$ cat src/addr_conv_pkg.sv
// Operation
// - short value 1 to 1,933,312 gets 32,768 added, one 21-bit word.
// - values 2,101,249 to 1,075,843,072 are long set 1-2, two words.
// - sets 1-2/1-3/1-4 word one is ((value-2,068,481) mod 32768)+1.
// - set 1-2 word two is 2,097,151 minus quotient, ones complement.
// - values 1,075,843,073 to 3,223,326,720 are sets 1-3/1-4, same word one.
// - sets 1-3/1-4 word two is quotient plus 1,933,312.
// - values 3,223,326,721 to 4,297,068,542 are long set 2-3.
// - set 2-3 word one is ((value-2,068,479) mod 32,768)+2,064,383.
// - set 2-3 word two is quotient plus 1,867,776.
// - reverse of short word subtracts 32,768.
// - reverse set 1-2 pair: complement word two, times 32,768, add 2,068,480 and word one.
// - letters A-D are single-phase with subtract offsets 0-3.
// - E-H any-phase, I-L all-phase, offsets 0-3 in letter order.
// - U-X single-phase with phases 0-3, Y any-phase, Z all-phase, non-standard.
// - 2,101,249-102,101,250 uncoordinated; up to 402,101,250 country-coordinated.
// - values outside listed assignment ranges flagged undefined/illegal, class CL_ILLEGAL.
// - words 000000 and 1FFFFF are idle words, treated as illegal.
package addr_conv_pkg;
    localparam int VAL_W  = 33;
    localparam int WORD_W = 21;
    localparam int SHIFT  = 15;
    localparam logic [VAL_W-1:0] SHORT_OFS   = 33'h0_0000_8000;
    localparam logic [VAL_W-1:0] SHORT_LIM   = 33'h0_001E_FFFF;
    localparam logic [VAL_W-1:0] SHORT_MAX   = 33'h0_001D_8000;
    localparam logic [VAL_W-1:0] RSV_LO      = 33'h0_001E_8001;
    localparam logic [VAL_W-1:0] LONG12_LO   = 33'h0_0020_1001;
    localparam logic [VAL_W-1:0] UNCOORD_HI  = 33'h0_0615_F102;
    localparam logic [VAL_W-1:0] COUNTRY_HI  = 33'h0_17F7_9402;
    localparam logic [VAL_W-1:0] LONG12_HI   = 33'h0_4020_1000;
    localparam logic [VAL_W-1:0] LONG14_HI   = 33'h0_C020_1000;
    localparam logic [VAL_W-1:0] LONG23_HI   = 33'h1_0020_0FFE;
    localparam logic [VAL_W-1:0] BASE_1X     = 33'h0_001F_9001;
    localparam logic [VAL_W-1:0] BASE_23     = 33'h0_001F_8FFF;
    localparam logic [VAL_W-1:0] REV_BASE_12 = 33'h0_001F_9000;
    localparam logic [WORD_W-1:0] W2_OFS_1X  = 21'h1D_8000;
    localparam logic [WORD_W-1:0] W1_OFS_23  = 21'h1F_7FFF;
    localparam logic [WORD_W-1:0] W2_OFS_23  = 21'h1C_8000;
    localparam logic [WORD_W-1:0] IDLE_ZERO  = 21'h00_0000;
    localparam logic [WORD_W-1:0] IDLE_ONES  = 21'h1F_FFFF;
    // letter codes, 0..25 for A..Z
    localparam logic [4:0] LET_A = 5'h00;
    localparam logic [4:0] LET_E = 5'h04;
    localparam logic [4:0] LET_I = 5'h08;
    localparam logic [4:0] LET_L = 5'h0B;
    localparam logic [4:0] LET_U = 5'h14;
    localparam logic [4:0] LET_X = 5'h17;
    localparam logic [4:0] LET_Y = 5'h18;
    localparam logic [4:0] LET_Z = 5'h19;
    typedef enum logic [1:0] {
        PH_SINGLE = 2'h0,
        PH_ANY    = 2'h1,
        PH_ALL    = 2'h2,
        PH_NONE   = 2'h3
    } phase_kind_e;
    typedef enum logic [2:0] {
        CL_ILLEGAL = 3'h0,
        CL_SHORT   = 3'h1,
        CL_UNCOORD = 3'h2,
        CL_COUNTRY = 3'h3,
        CL_GLOBAL  = 3'h4,
        CL_RESERVE = 3'h5
    } class_e;
endpackage

$ cat src/type_letter_decoder.sv
`timescale 1ns/1ps
module type_letter_decoder
    import addr_conv_pkg::*;
(
    input  wire logic [4:0] i_letter,     // 0=A .. 25=Z
    output phase_kind_e     o_kind,       // device phase type
    output logic [1:0]      o_offset,     // subtract offset
    output logic [1:0]      o_phase,      // explicit phase
    output logic            o_standard,   // standard embedding rules
    output logic            o_valid       // letter is defined
);
    wire in_std  = (i_letter <= LET_L);
    wire in_unit = (i_letter >= LET_U) && (i_letter <= LET_X);
    wire [4:0] rel_u = i_letter - LET_U;

    assign o_standard = in_std;
    assign o_valid    = in_std || (i_letter >= LET_U && i_letter <= LET_Z);
    assign o_offset   = in_std ? i_letter[1:0] : 2'h0;
    assign o_phase    = in_unit ? rel_u[1:0] : 2'h0;
    assign o_kind = (i_letter < LET_E) ? PH_SINGLE :
                    (i_letter < LET_I) ? PH_ANY :
                    in_std             ? PH_ALL :
                    in_unit            ? PH_SINGLE :
                    (i_letter == LET_Y) ? PH_ANY :
                    (i_letter == LET_Z) ? PH_ALL : PH_NONE;
endmodule

$ cat src/pager_address_converter.sv
`timescale 1ns/1ps
module pager_address_converter
    import addr_conv_pkg::*;
(
    input  wire logic              i_core_clk,   // core clock
    input  wire logic              i_rst_n,      // async reset, low
    input  wire logic              i_ce,         // clock enable
    input  wire logic              i_valid,      // request strobe
    input  wire logic              i_reverse,    // 1: words to value
    input  wire logic [VAL_W-1:0]  i_value,      // pager_address_code
    input  wire logic [WORD_W-1:0] i_word1,      // reverse word one
    input  wire logic [WORD_W-1:0] i_word2,      // reverse word two
    input  wire logic              i_long,       // reverse: two words
    input  wire logic [4:0]        i_letter,     // type letter 0=A
    output logic                   o_valid,      // answer strobe
    output logic [WORD_W-1:0]      o_word1,      // first word
    output logic [WORD_W-1:0]      o_word2,      // second word
    output logic [1:0]             o_count,      // words produced
    output logic                   o_illegal,    // undefined/illegal
    output logic [VAL_W-1:0]       o_value,      // reverse result
    output logic [2:0]             o_class,      // class_e code
    output logic [1:0]             o_kind,       // phase_kind_e code
    output logic [1:0]             o_offset,     // subtract offset
    output logic [1:0]             o_phase,      // explicit phase
    output logic                   o_standard,   // standard rules
    output logic [VAL_W-1:0]       o_adj_value   // value minus offset
);
    // forward classification
    wire is_short  = (i_value != '0) && (i_value <= SHORT_MAX);
    wire is_l12    = (i_value >= LONG12_LO) && (i_value <= LONG12_HI);
    wire is_l1x    = (i_value > LONG12_HI) && (i_value <= LONG14_HI);
    wire is_l23    = (i_value > LONG14_HI) && (i_value <= LONG23_HI);

    // shared offset arithmetic; divide by 32768 is a shift
    wire [VAL_W-1:0] diff_1x = i_value - BASE_1X;
    wire [VAL_W-1:0] diff_23 = i_value - BASE_23;
    wire [WORD_W-1:0] quo_1x = WORD_W'(diff_1x >> SHIFT);
    wire [WORD_W-1:0] quo_23 = WORD_W'(diff_23 >> SHIFT);
    wire [WORD_W-1:0] rem_1x = {6'h00, diff_1x[SHIFT-1:0]};
    wire [WORD_W-1:0] rem_23 = {6'h00, diff_23[SHIFT-1:0]};

    wire [WORD_W-1:0] fw_short = WORD_W'(i_value + SHORT_OFS);
    wire [WORD_W-1:0] fw_l1_w1 = rem_1x + 21'h00_0001;
    wire [WORD_W-1:0] fw_l12_w2 = ~quo_1x;
    wire [WORD_W-1:0] fw_l1x_w2 = quo_1x + W2_OFS_1X;
    wire [WORD_W-1:0] fw_l23_w1 = rem_23 + W1_OFS_23;
    wire [WORD_W-1:0] fw_l23_w2 = quo_23 + W2_OFS_23;

    wire [WORD_W-1:0] fw_w1 = is_l23 ? fw_l23_w1 :
                              (is_l12 || is_l1x) ? fw_l1_w1 : fw_short;
    wire [WORD_W-1:0] fw_w2 = is_l23 ? fw_l23_w2 :
                              is_l1x ? fw_l1x_w2 :
                              is_l12 ? fw_l12_w2 : IDLE_ZERO;
    wire fw_long = is_l12 || is_l1x || is_l23;
    // idle words never leave as valid addresses
    wire fw_idle = (fw_w1 == IDLE_ZERO) || (fw_w1 == IDLE_ONES)
                || (fw_long && (fw_w2 == IDLE_ZERO || fw_w2 == IDLE_ONES));
    wire fw_ok = (is_short || fw_long) && !fw_idle;

    // set 1-2 by coordination band, global above 402,101,250; 1-3/1-4 global; 2-3 reserved tail
    wire [2:0] fw_class = !fw_ok       ? CL_ILLEGAL :
                          is_short     ? CL_SHORT :
                          (is_l12 && i_value <= UNCOORD_HI) ? CL_UNCOORD :
                          (is_l12 && i_value <= COUNTRY_HI) ? CL_COUNTRY :
                          (is_l12 || is_l1x) ? CL_GLOBAL : CL_RESERVE;

    // reverse conversion
    wire rv_w1_idle = (i_word1 == IDLE_ZERO) || (i_word1 == IDLE_ONES);
    wire rv_w2_idle = (i_word2 == IDLE_ZERO) || (i_word2 == IDLE_ONES);
    wire [VAL_W-1:0] rv_short = {12'h000, i_word1} - SHORT_OFS;
    wire [WORD_W-1:0] rv_cmp  = ~i_word2;
    wire [VAL_W-1:0] rv_long  = ({12'h000, rv_cmp} << SHIFT)
                              + REV_BASE_12 + {12'h000, i_word1};
    wire rv_short_bad = (i_word1 <= 21'h00_8000);
    wire rv_bad = rv_w1_idle || (i_long && rv_w2_idle)
               || (!i_long && rv_short_bad);

    // letter decode
    phase_kind_e let_kind;
    logic [1:0]  let_offset;
    logic [1:0]  let_phase;
    logic        let_std;
    logic        let_ok;
    type_letter_decoder u_letter (
        .i_letter   (i_letter),
        .o_kind     (let_kind),
        .o_offset   (let_offset),
        .o_phase    (let_phase),
        .o_standard (let_std),
        .o_valid    (let_ok)
    );
    wire [VAL_W-1:0] adj = i_value - {31'h0000_0000, let_offset};

    // registered answer, one cycle after the request
    logic                valid_q;
    logic [WORD_W-1:0]   word1_q;
    logic [WORD_W-1:0]   word2_q;
    logic [1:0]          count_q;
    logic                illegal_q;
    logic [VAL_W-1:0]    value_q;
    logic [2:0]          class_q;
    logic [1:0]          kind_q;
    logic [1:0]          offset_q;
    logic [1:0]          phase_q;
    logic                std_q;
    logic [VAL_W-1:0]    adj_q;

    wire take = i_ce && i_valid;
    wire [1:0] cnt_d = i_reverse ? (i_long ? 2'h2 : 2'h1)
                     : (!fw_ok ? 2'h0 : fw_long ? 2'h2 : 2'h1);
    wire ill_d = i_reverse ? rv_bad : (!fw_ok || !let_ok);

    always_ff @(posedge i_core_clk or negedge i_rst_n) begin
        if (!i_rst_n) begin
            valid_q <= 1'b0;
        end else if (i_ce) begin
            valid_q <= i_valid;
        end
    end

    always_ff @(posedge i_core_clk or negedge i_rst_n) begin
        if (!i_rst_n) begin
            word1_q   <= '0;
            word2_q   <= '0;
            count_q   <= 2'h0;
            illegal_q <= 1'b0;
            value_q   <= '0;
            class_q   <= 3'h0;
        end else if (take) begin
            word1_q   <= i_reverse ? i_word1 : (fw_ok ? fw_w1 : IDLE_ZERO);
            word2_q   <= i_reverse ? i_word2 : (fw_ok ? fw_w2 : IDLE_ZERO);
            count_q   <= cnt_d;
            illegal_q <= ill_d;
            value_q   <= i_reverse ? (i_long ? rv_long : rv_short) : i_value;
            class_q   <= i_reverse ? 3'h0 : fw_class;
        end
    end

    always_ff @(posedge i_core_clk or negedge i_rst_n) begin
        if (!i_rst_n) begin
            kind_q   <= 2'h3;
            offset_q <= 2'h0;
            phase_q  <= 2'h0;
            std_q    <= 1'b0;
            adj_q    <= '0;
        end else if (take) begin
            kind_q   <= let_kind;
            offset_q <= let_offset;
            phase_q  <= let_phase;
            std_q    <= let_std;
            adj_q    <= let_std ? adj : i_value;
        end
    end

    assign o_valid     = valid_q;
    assign o_word1     = word1_q;
    assign o_word2     = word2_q;
    assign o_count     = count_q;
    assign o_illegal   = illegal_q;
    assign o_value     = value_q;
    assign o_class     = class_q;
    assign o_kind      = kind_q;
    assign o_offset    = offset_q;
    assign o_phase     = phase_q;
    assign o_standard  = std_q;
    assign o_adj_value = adj_q;
endmodule

$ cat config.mk
export PLATFORM = sky130hd
export DESIGN_NAME = pager_address_converter
export DESIGN_NICKNAME = d
export VERILOG_FILES = /design/src/addr_conv_pkg.sv /design/src/type_letter_decoder.sv /design/src/pager_address_converter.sv
export SDC_FILE = /design/constraint.sdc
export NUM_CORES = 1
export LEC_CHECK = 0
export BUFFER_PORTS_ARGS = -buffer_cell sky130_fd_sc_hd__buf_2
export CAP_MARGIN = 20
export CORE_MARGIN = 2
export CORE_UTILIZATION = 35
export CTS_BUF_LIST = sky130_fd_sc_hd__clkbuf_8
export DETAILED_ROUTE_END_ITERATION = 7
export PLACE_DENSITY = 0.51
export SLEW_MARGIN = 20
export SYNTH_ARGS = -nofsm -noshare
export SYNTH_HDL_FRONTEND = slang
export SYNTH_HIERARCHICAL = 1
export SYNTH_SLANG_ARGS = --single-unit
$ cat constraint.sdc
create_clock -name i_core_clk -period 1.33 [get_ports i_core_clk]
set_clock_uncertainty 0.2 [all_clocks]
set_input_delay 0.266 -clock i_core_clk [delete_from_list [all_inputs] [get_ports i_core_clk]]
set_output_delay 0.266 -clock i_core_clk [all_outputs]
set_load 0.05 [all_outputs]
==> impl_results.md <==
* PwrDens at 837 mW/mm^2
* Average wire per standard cell at 21.6 um
* Share of the yosys chip area belonging to registers at 28.0%
* Post-DRT Antenna Nets at 0
* Number of enable flip-flop cells after synthesis at 0
* Max stage delay on crit path at 540 ps
* Hold Vio Cnt, Final at 0
* Fin crit share at 301%
* Clock tree sinks at roughly 120
* Die Ht at 180 um
* Worst-case clock buffer depth at 2
* Final setup violation count at 218
* Fin Setup TNS at -188240 ps
* Share of cells above drive strength 1 at about 47%
* Crit end category: flip-flop
* DRC viols at 0
* Design Power at 16.0 mW
* Cell Area, Synth at 0.0109 mm^2
* Grt ovf at 0
* Initial DRC count at about 1300
* Mux contribution to synthesized area at approximately 1.8%
* Die width at ~180 um
* IO Port Bufs at 207
* Reg clk slew, reported paths at around 80 ps
* R2r endpoint: o_word1[16]
* CP max stage cell: or4_4
* Synth Area in Compound Gates at 26.1%
* Ys Warns at 6
* Synth area leaders: dfrtp_1, o21ai_0, nand2_1
* HP Class: in2async
* Mean Syn Cell Area at 7.55 um^2
* Synth top area share at 27.5%
* Vias in the first global route at 14100
* Syn_nets at between 1500 and 2000
* Tmin final at 4000 ps
* Post-DP HPWL at 41.7 mm
* Detailed Route WL at 54.5 mm
* CTS H-tree lvls at 4
* Nets at 2228
* Synth area leader: dfrtp_1
* Largest family of logic cells by synthesized area: simple AND/OR/NAND/NOR gates
* Critical Path RT at approximately 1500 ps
* Slew @ Worst Pin at 580 ps
* Core area at 0.0306 mm^2
* Clock Latency Late Sink at a little under 500 ps
* Library cells used by synthesis at 89
* FF-to-FF setup slack at 210 ps
* CTS buffer count at 17
* Max Freq at 250 MHz
* DR vias/cell at between 5 and 6
* Io pins at 208
* Post-synthesis simple-gate area fraction at approximately a quarter
* Final Wtd Congestion at 0.971
* CTS root buffer: clkbuf_8
* CP Class: in2reg
* Final core utilization at a little over three fifths
* First-pass GRT wire length at 82.1 mm
* CP cell instances: buf_6 -> or4_4 -> or4_4 -> or4_4 -> buf_6 -> a311o_1 -> a211o_1 -> a32oi_1 -> nand4_1 -> nand4b_1 -> o21a_2 -> o41ai_4 -> buf_6 -> buf_12 -> buf_12 -> o22ai_4
* Pleak at 8.63 nW
* Adder-Cell Fraction of Synth Area at 3.49%
* Antenna violations before repair at 0
* Max-cap violations at 0
* Number of iterations in the first detailed-routing pass at 5
* Failing checks: negative setup slack
* Fillers at 2766
* Max FO, Critical Path at 8
* CTS tree: yes
* Worst r2r src: o_word1[16]
* Synth Flop Type: dfrtp_1
* RSZ-0062 raised after global routing: true
* Die area at between 0.03 and 0.04 mm^2
* Slew headroom at 60.9%
* Worst reg2reg path depth at 3
* Inst Count DP at 2383
* Vias at 14200
* Crit path DAT at 4160 ps
* Top cells by count, synth: nand2_1, o21ai_0, dfrtp_1, a21oi_1, clkbuf_1
* Most common cell in the netlist: nand2_1
* #FFs+latches synth at 122
* Post-synth ARST share at 100%
* Std cell rows at 64
* Final Max Slew Viols at 0
* Area grow syn2layout at 75.8%
* Post-Syn Instances at ~1400
* Setup WS pre-CTS at -3460 ps
* Worst Setup Start Kind: input port
* Peak supply drop at roughly 0.55 mV
* Synth Area in XOR/XNOR at approximately 7.7%
* Ant diodes at 0
* Total global-route track usage at 32.5%
* Fin cells at 2520
* Largest net degree at the start of global routing at 92
* Post-route setup slack at -2670 ps
* Status: finished with violations
* Starting Density at between 30% and 40%
cells in the final DEF (no fill, tap or decap), drive strengths merged, types with 27 or more instances in the layout:
cell type | synthesis | routed
buf | 15 | 747
nand2 | 160 | 160
o21ai | 132 | 132
dfrtp | 120 | 120
a21oi | 111 | 111
nor2 | 102 | 102
xnor2 | 67 | 67
inv | 48 | 51
nor3 | 50 | 50
nand3 | 47 | 47
nor4 | 41 | 41
and3 | 35 | 35
o31ai | 31 | 31
xor2 | 29 | 29
ha | 28 | 28
nand4 | 27 | 27
sequential cells by signal (all words and copies together) (netlist names), 2 cells and up:
signal,count
o_class,3
o_value,33
o_count,2
o_word1,21
o_phase,2
o_adj_value,33
o_word2,21
o_offset,2
o_kind,2
how the worst max path moves through the flow:
stage | start | endpoint | slack (ps) | depth (start not counted)
floorplan | i_value[27] | o_word1[10] | -2890 | 13
global placement | i_value[28] | o_word2[13] | -3290 | 14
detailed placement | i_value[28] | o_word2[15] | -3460 | 14
CTS | i_value[27] | o_word2[15] | -2560 | 16
global route | i_value[27] | o_word2[14] | -2710 | 16
finish | i_value[27] | o_word1[7] | -2670 | 16
timing repair:
action	4_1_cts	5_1_grt
endpoints found under the hold margin	148	1
gates resized for setup	424	98
pin swaps	107	68
hold buffers	25	1
endpoints found under the setup margin	219	222
cloned	3	0
setup buffers	42	47
where the power goes:
| part | switching (mW) | internal (mW) | leakage [nW] | total [mW] |
|---|---|---|---|---|
| Combinational | 4.57 | 3.27 | 6.91 | 7.83 |
| Clock | 1.65 | 1.90 | 0.207 | 3.55 |
| Sequential | 0.435 | 4.21 | 1.51 | 4.65 |
| Total | 6.66 | 9.38 | 8.63 | 16.0 |
cell families after synthesis:
logic type                 after synthesis
DFF                                    122
buffers and inverters                  170
and+or+nand+nor                        568
xor gates and xnor gates                96
muxes                                   20
AOI/OAI and AO/OA                      437
adders and majority gates               30
layout make-up:
cell class / instances / area [um^2] / share of cell area [%]
Clock buffer: 19 / 262 / 1.36
Sequential cell: 122 / 3060 / 15.9
Timing Repair Buffer: 772 / 6610 / 34.5
Clock inverter: 11 / 131 / 0.685
Inverter: 49 / 201 / 1.05
Multi-Input combinational cell: 1151 / 8410 / 43.9
Tap cell: 396 / 495 / 2.59
per-layer routing:
layer | part of all wire (%) | track usage, % | routed length [um]
met3 | 5.6 | 4.77 | 3050
met5 | 0 | 0 | 0
met4 | 4.0 | 13.6 | 2170
met2 | 49 | 55.4 | 26500
met1 | 42 | 41.1 | 22700
critical path: cells and delay by family:
family                 cells  cell delay (ps)
AO/OA/AOI/OAI              6             1290
AND/OR/NAND/NOR            5             1900
buffers and inverters      5              670
stage by stage:
stage	hold slack [ps]	instance area [um^2]
final	21.6	19200
after global routing	20.1	19200
after CTS	-46.1	18300
after detailed placement	-8.00	15800
after global placement	-6.74	15800
after floorplan	-230	11300
Note: power is estimated with default switching activity, not from simulation.
